--- src/evp_pkg.sv ---
package evp_pkg;
	localparam int EVP_NPORT = 5;
	localparam int EVP_PINS = 32;
	localparam int EVP_NCB = 6;
	localparam int EVP_CBW = 3;
	localparam int EVP_CB_DIVW = 8;
	localparam int EVP_CNT_W = 16;
	localparam int EVP_AW = 8;
	// Nominal port widths, narrowest first; every port starts at pin 0
	localparam int EVP_PW [EVP_NPORT] = '{1, 4, 8, 16, 32};
	// Clock timing
	localparam int EVP_CLK_MHZ = 100;
	localparam int EVP_REF_MHZ = 100;
	localparam int EVP_REF_DIV = EVP_CLK_MHZ / EVP_REF_MHZ;
	// Address map: addr[7:5] page, addr[4:0] byte offset in page
	localparam logic [2:0] EVP_CB_PAGE = 3'h5;
	localparam logic [4:0] EVP_REG_CTRL = 5'h00;
	localparam logic [4:0] EVP_REG_COND = 5'h04;
	localparam logic [4:0] EVP_REG_DATA = 5'h08;
	localparam logic [4:0] EVP_REG_COUNT = 5'h0C;
	localparam logic [4:0] EVP_REG_TIME = 5'h10;
	localparam logic [4:0] EVP_REG_STAT = 5'h14;
	// Control register fields
	localparam int EVP_CTL_EN = 0;
	localparam int EVP_CTL_DIR = 1;
	localparam int EVP_CTL_OD = 2;
	localparam int EVP_CTL_CLK = 3;
	localparam int EVP_CTL_COND = 6;
	localparam int EVP_CTL_STB = 8;
	// Status register fields, timestamp in the low bits
	localparam int EVP_ST_FULL = 16;
	localparam int EVP_ST_TIMED = 17;
	// Clock block register fields
	localparam int EVP_CBF_EXT = 8;
	typedef enum logic [1:0] {EVP_COND_NONE, EVP_COND_EQ, EVP_COND_NEQ} evp_cond_t;
endpackage

--- src/evp_cb_if.sv ---
`timescale 1ns/1ps
interface evp_cb_if import evp_pkg::*; ();
	logic [EVP_NCB-1:0][EVP_CB_DIVW-1:0] div;
	logic [EVP_NCB-1:0] ext_sel;
	logic ext_clk;
	logic [EVP_NCB-1:0] tick;
	modport ctl (output div, output ext_sel, output ext_clk, input tick);
	modport blk (input div, input ext_sel, input ext_clk, output tick);
endinterface

--- src/evp_clock_block.sv ---
`timescale 1ns/1ps
module evp_clock_block import evp_pkg::*; (
	input wire logic core_clk,
	input wire logic srst,
	evp_cb_if.blk cb
);
	typedef struct packed {
		logic [EVP_NCB-1:0][EVP_CB_DIVW-1:0] cnt;
		logic ext_prev;
		logic [EVP_NCB-1:0] tick;
	} evp_cbst_t;

	evp_cbst_t st, next_st;

	if (EVP_REF_DIV < 1 || EVP_REF_DIV > 255) begin : g_chk
		$error("reference divide out of range");
	end

	assign cb.tick = st.tick;

	always_comb begin
		logic ext_rise;
		logic step;
		ext_rise = cb.ext_clk && !st.ext_prev;
		step = 1'b0;
		next_st = st;
		next_st.ext_prev = cb.ext_clk;
		next_st.tick = '0;
		for (int b = 0; b < EVP_NCB; b++) begin
			if (b == 0) begin
				// Block 0 is fixed to the tile reference rate
				if (st.cnt[b] >= EVP_CB_DIVW'(EVP_REF_DIV - 1)) begin
					next_st.cnt[b] = '0;
					next_st.tick[b] = 1'b1;
				end else begin
					next_st.cnt[b] = st.cnt[b] + EVP_CB_DIVW'(1);
				end
			end else begin
				// External source is the synced 1-bit port pin, optionally divided
				step = cb.ext_sel[b] ? ext_rise : 1'b1;
				if (step) begin
					// Own programmable rate: one tick per div+1 steps
					if (st.cnt[b] >= cb.div[b]) begin
						next_st.cnt[b] = '0;
						next_st.tick[b] = 1'b1;
					end else begin
						next_st.cnt[b] = st.cnt[b] + EVP_CB_DIVW'(1);
					end
				end
			end
		end
	end

	always_ff @(posedge core_clk) begin
		if (srst) begin
			st <= '0;
		end else begin
			st <= next_st;
		end
	end
endmodule

--- src/evp_port_bank.sv ---
`timescale 1ns/1ps
module evp_port_bank import evp_pkg::*; #(
	parameter int CNT_W = EVP_CNT_W
) (
	input wire logic core_clk,
	input wire logic srst,
	input wire logic [EVP_AW-1:0] reg_addr,
	input wire logic [31:0] reg_wdata,
	input wire logic reg_wr,
	input wire logic reg_rd,
	output logic [31:0] reg_rdata,
	input wire logic [EVP_PINS-1:0] pin_in,
	output logic [EVP_PINS-1:0] pin_out,
	output logic [EVP_PINS-1:0] pin_oe,
	input wire logic [EVP_PINS-1:0] link_pin_mask,
	input wire logic [EVP_NPORT-1:0] ready_in,
	output logic [EVP_NPORT-1:0] output_strobe,
	output logic [EVP_NPORT-1:0] port_event
);
	if (CNT_W < 2 || CNT_W > 16) begin : g_chk
		$error("CNT_W must be 2 to 16");
	end

	typedef struct packed {
		logic en;
		logic dir;
		logic od;
		logic stb_en;
		logic [EVP_CBW-1:0] clk;
		evp_cond_t cond;
		logic [EVP_PINS-1:0] cond_val;
		logic [EVP_PINS-1:0] xfer;
		logic [EVP_PINS-1:0] shift;
		logic full;
		logic timed;
		logic [CNT_W-1:0] cnt;
		logic [CNT_W-1:0] tmark;
		logic [CNT_W-1:0] tstamp;
	} evp_pst_t;

	typedef struct packed {
		evp_pst_t [EVP_NPORT-1:0] p;
		logic [EVP_NCB-1:0][EVP_CB_DIVW-1:0] cb_div;
		logic [EVP_NCB-1:0] cb_ext;
		logic [EVP_PINS-1:0] pin_s1;
		logic [EVP_PINS-1:0] pin_s2;
		logic [EVP_PINS-1:0] pin_out;
		logic [EVP_PINS-1:0] pin_oe;
		logic [EVP_NPORT-1:0] rdy_s1;
		logic [EVP_NPORT-1:0] rdy_s2;
		logic [EVP_NPORT-1:0] evt;
		logic [EVP_NPORT-1:0] ostb;
		logic [31:0] rdata;
	} evp_bank_t;

	evp_bank_t st, next_st;
	logic [EVP_NPORT-1:0] port_tick;
	evp_cb_if cb ();

	function automatic logic [EVP_PINS-1:0] wmask(input int w);
		logic [EVP_PINS:0] m;
		m = (EVP_PINS+1)'(1) << w;
		return EVP_PINS'(m - (EVP_PINS+1)'(1));
	endfunction

	evp_clock_block u_clk (
		.core_clk(core_clk),
		.srst(srst),
		.cb(cb.blk)
	);

	assign cb.div = st.cb_div;
	assign cb.ext_sel = st.cb_ext;
	// The 1-bit port pin feeds the clock blocks after synchronising
	assign cb.ext_clk = st.pin_s2[0];

	assign reg_rdata = st.rdata;
	assign pin_out = st.pin_out;
	assign pin_oe = st.pin_oe;
	assign output_strobe = st.ostb;
	assign port_event = st.evt;

	always_comb begin
		logic [EVP_PINS-1:0] pm;
		logic [EVP_PINS-1:0] wd;
		logic cond_ok;
		logic time_ok;
		logic found;
		logic [2:0] pg;
		logic [4:0] ro;
		pm = '0;
		wd = '0;
		cond_ok = 1'b0;
		time_ok = 1'b0;
		found = 1'b0;
		pg = reg_addr[7:5];
		ro = reg_addr[4:0];
		next_st = st;
		port_tick = '0;
		next_st.pin_s1 = pin_in;
		next_st.pin_s2 = st.pin_s1;
		next_st.rdy_s1 = ready_in;
		next_st.rdy_s2 = st.rdy_s1;
		next_st.evt = '0;
		next_st.ostb = '0;
		next_st.rdata = '0;

		// Pin side of every port, stepped by its clock block
		for (int i = 0; i < EVP_NPORT; i++) begin
			// Sampling covers the whole nominal width
			pm = st.pin_s2 & wmask(EVP_PW[i]);
			port_tick[i] = cb.tick[st.p[i].clk];
			time_ok = !st.p[i].timed || (st.p[i].cnt == st.p[i].tmark);
			case (st.p[i].cond)
				EVP_COND_EQ: begin
					cond_ok = (pm == st.p[i].cond_val);
				end
				EVP_COND_NEQ: begin
					cond_ok = (pm != st.p[i].cond_val);
				end
				default: begin
					cond_ok = 1'b1;
				end
			endcase
			if (st.p[i].en && port_tick[i]) begin
				next_st.p[i].cnt = st.p[i].cnt + CNT_W'(1);
				if (st.p[i].dir) begin
					if (st.p[i].full && time_ok) begin
						// Transfer register to shift stage
						next_st.p[i].shift = st.p[i].xfer;
						next_st.p[i].full = 1'b0;
						next_st.p[i].timed = 1'b0;
						next_st.p[i].tstamp = st.p[i].cnt;
						next_st.ostb[i] = 1'b1;
					end
				end else begin
					next_st.p[i].shift = pm;
					// Input strobe gates the capture when enabled
					if (!st.p[i].full && time_ok && cond_ok &&
							(!st.p[i].stb_en || st.rdy_s2[i])) begin
						next_st.p[i].xfer = pm;
						next_st.p[i].full = 1'b1;
						next_st.p[i].timed = 1'b0;
						next_st.p[i].tstamp = st.p[i].cnt;
						next_st.evt[i] = 1'b1;
					end
				end
			end
		end

		// Register access, answered in the cycle after the strobe
		if (pg < 3'(EVP_NPORT)) begin
			for (int i = 0; i < EVP_NPORT; i++) begin
				if (pg == 3'(i)) begin
					wd = reg_wdata & wmask(EVP_PW[i]);
					if (reg_wr) begin
						if (ro == EVP_REG_CTRL) begin
							next_st.p[i].en = reg_wdata[EVP_CTL_EN];
							// One direction and one drive mode per port
							next_st.p[i].dir = reg_wdata[EVP_CTL_DIR];
							next_st.p[i].od = reg_wdata[EVP_CTL_OD];
							next_st.p[i].stb_en = reg_wdata[EVP_CTL_STB];
							next_st.p[i].cond = evp_cond_t'(reg_wdata[EVP_CTL_COND +: 2]);
							if (reg_wdata[EVP_CTL_CLK +: EVP_CBW] < EVP_CBW'(EVP_NCB)) begin
								next_st.p[i].clk = reg_wdata[EVP_CTL_CLK +: EVP_CBW];
							end else begin
								next_st.p[i].clk = '0;
							end
						end else if (ro == EVP_REG_COND) begin
							next_st.p[i].cond_val = wd;
						end else if (ro == EVP_REG_DATA) begin
							// Newest write replaces a pending word
							if (st.p[i].dir) begin
								next_st.p[i].xfer = wd;
								next_st.p[i].full = 1'b1;
							end
						end else if (ro == EVP_REG_TIME) begin
							next_st.p[i].tmark = reg_wdata[CNT_W-1:0];
							next_st.p[i].timed = 1'b1;
						end
					end
					if (reg_rd) begin
						if (ro == EVP_REG_CTRL) begin
							next_st.rdata[EVP_CTL_EN] = st.p[i].en;
							next_st.rdata[EVP_CTL_DIR] = st.p[i].dir;
							next_st.rdata[EVP_CTL_OD] = st.p[i].od;
							next_st.rdata[EVP_CTL_STB] = st.p[i].stb_en;
							next_st.rdata[EVP_CTL_CLK +: EVP_CBW] = st.p[i].clk;
							next_st.rdata[EVP_CTL_COND +: 2] = st.p[i].cond;
						end else if (ro == EVP_REG_COND) begin
							next_st.rdata = st.p[i].cond_val;
						end else if (ro == EVP_REG_DATA) begin
							next_st.rdata = st.p[i].xfer;
							// A capture in this same cycle keeps its full flag
							if (!st.p[i].dir && !next_st.evt[i]) begin
								next_st.p[i].full = 1'b0;
							end
						end else if (ro == EVP_REG_COUNT) begin
							next_st.rdata[CNT_W-1:0] = st.p[i].cnt;
						end else if (ro == EVP_REG_TIME) begin
							next_st.rdata[CNT_W-1:0] = st.p[i].tmark;
						end else if (ro == EVP_REG_STAT) begin
							next_st.rdata[CNT_W-1:0] = st.p[i].tstamp;
							next_st.rdata[EVP_ST_FULL] = st.p[i].full;
							next_st.rdata[EVP_ST_TIMED] = st.p[i].timed;
						end
					end
				end
			end
		end else if (pg == EVP_CB_PAGE && ro[1:0] == 2'h0) begin
			for (int b = 0; b < EVP_NCB; b++) begin
				if (ro[4:2] == 3'(b)) begin
					// Block 0 stays on the reference clock, writes ignored
					if (reg_wr && b != 0) begin
						next_st.cb_div[b] = reg_wdata[EVP_CB_DIVW-1:0];
						next_st.cb_ext[b] = reg_wdata[EVP_CBF_EXT];
					end
					if (reg_rd) begin
						next_st.rdata[EVP_CB_DIVW-1:0] = st.cb_div[b];
						next_st.rdata[EVP_CBF_EXT] = st.cb_ext[b];
					end
				end
			end
		end

		// Pin ownership: link first, then the narrowest enabled port
		for (int j = 0; j < EVP_PINS; j++) begin
			found = link_pin_mask[j];
			next_st.pin_oe[j] = 1'b0;
			next_st.pin_out[j] = 1'b0;
			for (int i = 0; i < EVP_NPORT; i++) begin
				if (!found && st.p[i].en && j < EVP_PW[i]) begin
					found = 1'b1;
					if (st.p[i].dir) begin
						if (st.p[i].od) begin
							next_st.pin_oe[j] = !st.p[i].shift[j];
						end else begin
							next_st.pin_out[j] = st.p[i].shift[j];
							next_st.pin_oe[j] = 1'b1;
						end
					end
				end
			end
		end
	end

	// Reset clears every port to clock block 0 and input mode
	always_ff @(posedge core_clk) begin
		if (srst) begin
			st <= '0;
		end else begin
			st <= next_st;
		end
	end
endmodule

--- config.mk ---
export PLATFORM = sky130hd
export DESIGN_NAME = evp_port_bank
export DESIGN_NICKNAME = d
export VERILOG_FILES = /design/src/evp_pkg.sv /design/src/evp_cb_if.sv /design/src/evp_clock_block.sv /design/src/evp_port_bank.sv
export SDC_FILE = /design/constraint.sdc
export NUM_CORES = 2
export LEC_CHECK = 0
export ABC_CLOCK_PERIOD_IN_PS = 4350
export BUFFER_PORTS_ARGS = -buffer_cell sky130_fd_sc_hd__buf_4
export CAP_MARGIN = 20
export CORE_ASPECT_RATIO = 1.4
export CORE_MARGIN = 8
export CORE_UTILIZATION = 39
export DETAILED_ROUTE_END_ITERATION = 8
export PLACE_DENSITY = 0.51
export SETUP_SLACK_MARGIN = 0.5
export SLEW_MARGIN = 30
export SYNTH_ARGS = -nofsm -noshare
export SYNTH_HDL_FRONTEND = slang
export SYNTH_SLANG_ARGS = --single-unit
--- constraint.sdc ---
create_clock -name core_clk -period 4.35 [get_ports core_clk]
set_input_delay 0.435 -clock core_clk [delete_from_list [all_inputs] [get_ports core_clk]]
set_output_delay 0.435 -clock core_clk [all_outputs]
set_load 0.02 [all_outputs]
* After elaboration in Yosys (flattened, before gate mapping)
Index checks and enable logic that the tools add are counted.
** Storage, ports and cells
- Bits of input ports :: 113
- Output and inout bits :: 106
- Word-level logic and storage cells :: 1179
- Bits in registers :: 956
** Cells by class
- Equality and inequality tests :: 45
- Muxes and demuxes :: 603
- Magnitude comparators :: 13
- Bitwise logic cells :: 35
- $add $sub $neg :: 11
- Reductions and logical operators :: 333
** Operators by type and width (count)
- 32-bit 2-to-1 mux :: 72
- 82-bit 2-to-1 mux :: 5
- 16-bit 2-to-1 mux :: 25
- 1-bit 2-to-1 mux :: 396
- 34-bit 2-to-1 mux :: 10
- 18-bit 2-to-1 mux :: 10
- 9-bit 2-to-1 mux :: 19
- 1-bit zero test :: 148
- 23-bit 2-to-1 mux :: 5
- 16-bit == test :: 6
- 1-bit logical AND :: 93
- 16-bit by 1-bit adder with 16-bit output (second input constant) :: 5
- 2-bit 2-to-1 mux :: 40
- 14-bit 2-to-1 mux :: 5
- 4-bit OR reduction :: 16
- 3-bit OR reduction :: 21
- 8-bit by 1-bit adder with 8-bit output (second input constant) :: 6
- 8-bit >= comparator :: 5
- 8-bit 2-to-1 mux :: 5
- 4-bit AND reduction :: 10
- 1-bit inverter :: 35
- 7-bit AND reduction :: 5
- 32-bit == test :: 1
- 32-bit != test :: 1
- 31 further kinds :: 96

* Logic depth before layout (Yosys ltp)
- Word-level depth :: 54
- Mapped depth :: 11
- Depth with buffers taken out :: 9

* Hierarchy
Synthesis repeated with hierarchy kept, for this count alone.
** Unflattened totals
- Cell total of the unflattened synthesis :: 4732
- Area, all modules :: 40287.4 um^2
** Modules (own cells, without submodules)
- evp_port_bank :: sequential area each 16055.4 um^2, cells each 4339, area each 37145.6 um^2, instances 1
- evp_clock_block :: sequential area each 940.9 um^2, cells each 393, area each 3141.8 um^2, instances 1

* Worst setup path after synthesis
OpenSTA, ideal clock, no wires.
- Path kind :: register to register
- From :: register st[123] (netlist bit)
- To :: register st[803] (netlist bit)
- Stages on the path, launching flop included :: 11
- Setup time :: 0.059 ns
- Path buffers :: 3
- Path slack :: 1.953 ns
- Period minus slack after synthesis :: 2.397 ns
- Arrival time :: 2.338 ns
- Required time :: 4.291 ns
- Cells stage by stage :: dfxtp_1 buf_2 xnor2_1 nand4_1 nor4_1 mux2_2 o211ai_1 buf_6 and3_1 buf_2 and2_1
** On the way
- Word-level cells in the longest chain between the ends :: 14
- Elaborated cells on any way between the ends :: 15
- Classes of those cells :: eq/ne (2); mux (11); reduce/logical (2)
** RTL lines
- start: declaration :: RTL line evp_port_bank.sv:56 : evp_bank_t st, next_st;
- start signal: assignment :: RTL line evp_port_bank.sv:252 : st <= next_st;
- 16-bit != test or 16-bit == test (tied branches) :: RTL line evp_port_bank.sv:119, evp_port_bank.sv:116
- 1-bit one-hot mux with 2 select lines * :: RTL line evp_port_bank.sv:114 : case (st.p[i].cond)
- 1-bit logical AND * (2 in a row) :: RTL line evp_port_bank.sv:139 : if (!st.p[i].full && time_ok && cond_ok &&
- 32-bit 2-to-1 mux * :: RTL line evp_port_bank.sv:139
- 32-bit 2-to-1 mux * :: RTL line evp_port_bank.sv:127 : if (st.p[i].dir) begin
- 82-bit 2-to-1 mux * :: RTL line evp_port_bank.sv:125 : if (st.p[i].en && port_tick[i]) begin
- 32-bit 2-to-1 mux :: RTL line evp_port_bank.sv:173 : if (st.p[i].dir) begin
- 32-bit 2-to-1 mux :: RTL line evp_port_bank.sv:171 : end else if (ro == EVP_REG_DATA) begin
- 32-bit 2-to-1 mux :: RTL line evp_port_bank.sv:169 : end else if (ro == EVP_REG_COND) begin
- 32-bit 2-to-1 mux :: RTL line evp_port_bank.sv:157 : if (ro == EVP_REG_CTRL) begin
- 32-bit 2-to-1 mux :: RTL line evp_port_bank.sv:156 : if (reg_wr) begin
- 32-bit 2-to-1 mux :: RTL line evp_port_bank.sv:154 : if (pg == 3'(i)) begin
- 32-bit 2-to-1 mux * :: RTL line evp_port_bank.sv:152 : if (pg < 3'(EVP_NPORT)) begin
Every way passes the cells marked *; elsewhere a longest branch is shown, timed or not.
A chain may end at the register's enable or synchronous reset.

* Final worst setup path
- From :: register st, in the netlist cb.ext_clk
- To :: register st[963] (netlist bit)
** On the way
- Word-level cells in the longest chain between the ends :: 14
- Elaborated cells on any way between the ends :: 15
- Classes of those cells :: eq/ne (2); mux (11); reduce/logical (2)
** RTL lines (RTL line)
- 32-bit != test or 32-bit == test (tied branches) :: evp_port_bank.sv:119, evp_port_bank.sv:116
- 1-bit one-hot mux with 2 select lines * :: evp_port_bank.sv:114
- 1-bit logical AND * (2 in a row) :: evp_port_bank.sv:139
- 32-bit 2-to-1 mux * :: evp_port_bank.sv:139
- 32-bit 2-to-1 mux * :: evp_port_bank.sv:127
- 82-bit 2-to-1 mux * :: evp_port_bank.sv:125
- 32-bit 2-to-1 mux :: evp_port_bank.sv:173
- 32-bit 2-to-1 mux :: evp_port_bank.sv:171
- 32-bit 2-to-1 mux :: evp_port_bank.sv:169
- 32-bit 2-to-1 mux :: evp_port_bank.sv:157
- 32-bit 2-to-1 mux :: evp_port_bank.sv:156
- 32-bit 2-to-1 mux :: evp_port_bank.sv:154
- 32-bit 2-to-1 mux * :: evp_port_bank.sv:152
Marked as above.

==> out/qor.csv <==
metric;value;unit
critPathKind;flip-flop to flip-flop;
grt_max_degree;172;
layout_commonest_cell;dfxtp_1;
fin_crit_sh;75.57;%
io_pins;219;
row_count;138;
crit_chain;buf_4 > xnor2_1 > nand4_1 > nor4_2 > a211oi_1 > nor4b_4 > buf_4 > mux2i_1 > a211oi_1;
drcViolationCount;0;
instances_no_fill;6088;
r2r-start;cb.ext_clk;
finalHoldViolations;0;
fp.coreArea;0.1012;mm2
die_h;393.9;um
grt_use_total;28.05;%
synthToLayoutAreaGrowth;15.56;%
start_kind;flip-flop;
syn_nets;4786;
syn_avg_cell_area;8.622;um2
avgViaCountPerCell;5.716;
cts_buffers;89;
slowest_delay;0.67;ns
drt_iter0_markers;3524;
insertion_delay;0.72;ns
tns;0;ns
p_leak;16.85;nW
drive_above_1_share;12.28;%
cp.required;4.90;ns
synthesis.area;0.03977;mm2
min-delay-start;link_pin_mask[0];
synth_xor_xnor_area_share;5.172;%
startpoint;cb.ext_clk;
path_max_fanout;23;
reg2reg_slack;1.06;ns
detailroute.via_count;34800;
synth_top_family_by_area;simple AND/OR/NAND/NOR gates;
yosys_warnings;0;
rsz0062_at_grt;false;
worst_pin_slew;1.074;ns
htreeDepth;3;
async_flop_share;0;%
cts.clk_slew.worst_paths;0.07;ns
synthAdderAreaFrac;1.887;%
synth-compound-area-share;17.08;%
wl_per_cell;27.03;um
drv_cap;0;
period_needed;3.287;ns
detail_route.wirelength;164600;um
synth-simple-area-share;18.97;%
cts_tree;yes;
synth_edf_count;0;
whs;0.05264;ns
die_x;285.9;um
cts_max_path_buffers;3;
clock_skew;0.04200;ns
start_util;39.31;%
ys.flop_type;dfxtp_1;
final_cell_mix;dfxtp_1 (849), nand2_1 (554), nor2_1 (403);
dp_hpwl;120300;um
synth.distinct_cells;94;
ys_ff_latch;849;
post_cts_buffers;0;
power_density;374.1;mW/mm2
max_freq;304.2;MHz
placed_cells;5837;
setup_viol;0;
maxSlewHeadroom;27.47;%
ant_nets;0;
gp_routability_congestion;0.9890;
fin_nets;4855;
drv_slew;0;
num-fill-cells;10020;
worst_path_max_delay_cell;dfxtp_1;
hold_class;input port to flip-flop;
grt_pass1_vias;33610;
overflow;0;
clock-sinks;849;
grt_pass1_wl;237700;um
muxShareOfSynthArea;7.506;%
numPortBuffers;218;
critical_path.endpoint_type;flip-flop;
peakVddDrop;360.4;uV
antenna_found_initial;5;
syn_inst;4613;
cp.arrival;3.83;ns
cts-root-buf;clkbuf_16;
dieArea;0.1126;mm2
drt_pass1_iterations;6;
ys_seq_area_share;42.73;%
status;finished clean;
path summary, 6_finish.rpt:
path / to / cells after the start
max reg2reg: st[963] / 9
min: pin_out[0] / 3
max: st[963] / 9
min reg2reg: st[138] / 1
flip-flops by register name, summed over array words and instances, names as in the netlist:
register	flops
cb.div	40
reg_rdata	32
st	613
cb.ext_sel	5
u_clk.st	41
output_strobe	5
next_st	37
cb.ext_clk	1
port_event	5
u_clk.cb.tick	6
pin_out	32
pin_oe	32
layout make-up:
class | instances | area (um2) | share of cell area [%]
Inverter | 85 | 319.1 | 0.6941
Antenna cell | 1 | 2.502 | 0.005444
Clock inverter | 43 | 625.6 | 1.361
Sequential cell | 849 | 17000 | 36.98
Timing Repair Buffer | 440 | 3558 | 7.742
Tap cell | 1330 | 1664 | 3.620
Clock buffer | 123 | 2577 | 5.608
Multi-Input combinational cell | 3217 | 20220 | 43.99
cells in the mapped netlist, types with 62 or more instances:
cell / n / share of area (%)
a22oi_1: 65 / 1.2
o21ai_0: 148 / 1.9
a21oi_1: 379 / 4.8
a211oi_1: 130 / 2.5
nand3_1: 94 / 1.2
xnor2_1: 185 / 4.1
buf_4: 113 / 2.1
nor2b_1: 122 / 1.9
clkbuf_1: 266 / 2.5
inv_1: 84 / 0.79
and2_1: 141 / 2.2
nand4_1: 62 / 0.98
nand2_1: 554 / 5.2
mux2i_1: 260 / 6.5
dfxtp_1: 849 / 43
nor2_1: 408 / 3.9
layer usage:
metal / wire length (um) / track usage [%] / share of wire, %
met5: 26 / 0 / 0.016
met4: 10690 / 16.68 / 6.5
met3: 11320 / 5.038 / 6.9
met2: 77990 / 46.86 / 47
met1: 64520 / 33.39 / 39
timing repair:
item / in CTS / in global routing
endpoints found under the hold margin: 125 / 0
hold buffers: 84 / 0
resized for setup: 0 / 0
endpoints found under the setup margin: 0 / 0
power breakdown:
group | internal [W] | total [W] | switching [W]
registers | 0.00782 | 0.00786 | 0.0000461
clock network | 0.00495 | 0.00843 | 0.00347
logic | 0.000290 | 0.000908 | 0.000618
critical path: cells and delay by family, from the launching register on:
kind | cells | cell delay, ns
and+or+nand+nor | 3 | 0.98
muxes | 1 | 0.24
xor gates and xnor gates | 1 | 0.19
AOI/OAI and AO/OA | 2 | 0.25
DFF | 1 | 0.67
buffers and inverters | 2 | 0.79
metrics by stage:
step                worst slack [ns]  cell area (um2)  power [W]  util (%)
floorplan                      1.953            39770   0.008444         -
global placement              0.8489            41900   0.008862     41.41
detailed placement            0.8343            41900   0.008858     41.41
CTS                            1.046            45950    0.01732     45.41
global route                  0.8970            45960    0.01768     45.42
finish                         1.063            45960    0.01720     45.43
logic make-up after synthesis:
| group | after synthesis |
|---|---|
| simple gates | 1599 |
| compound gates | 1040 |
| flops | 849 |
| buf+inv | 547 |
| mux | 284 |
| xor+xnor | 234 |
| fa+ha+maj | 60 |
Note: power is estimated with default switching activity, not from simulation.
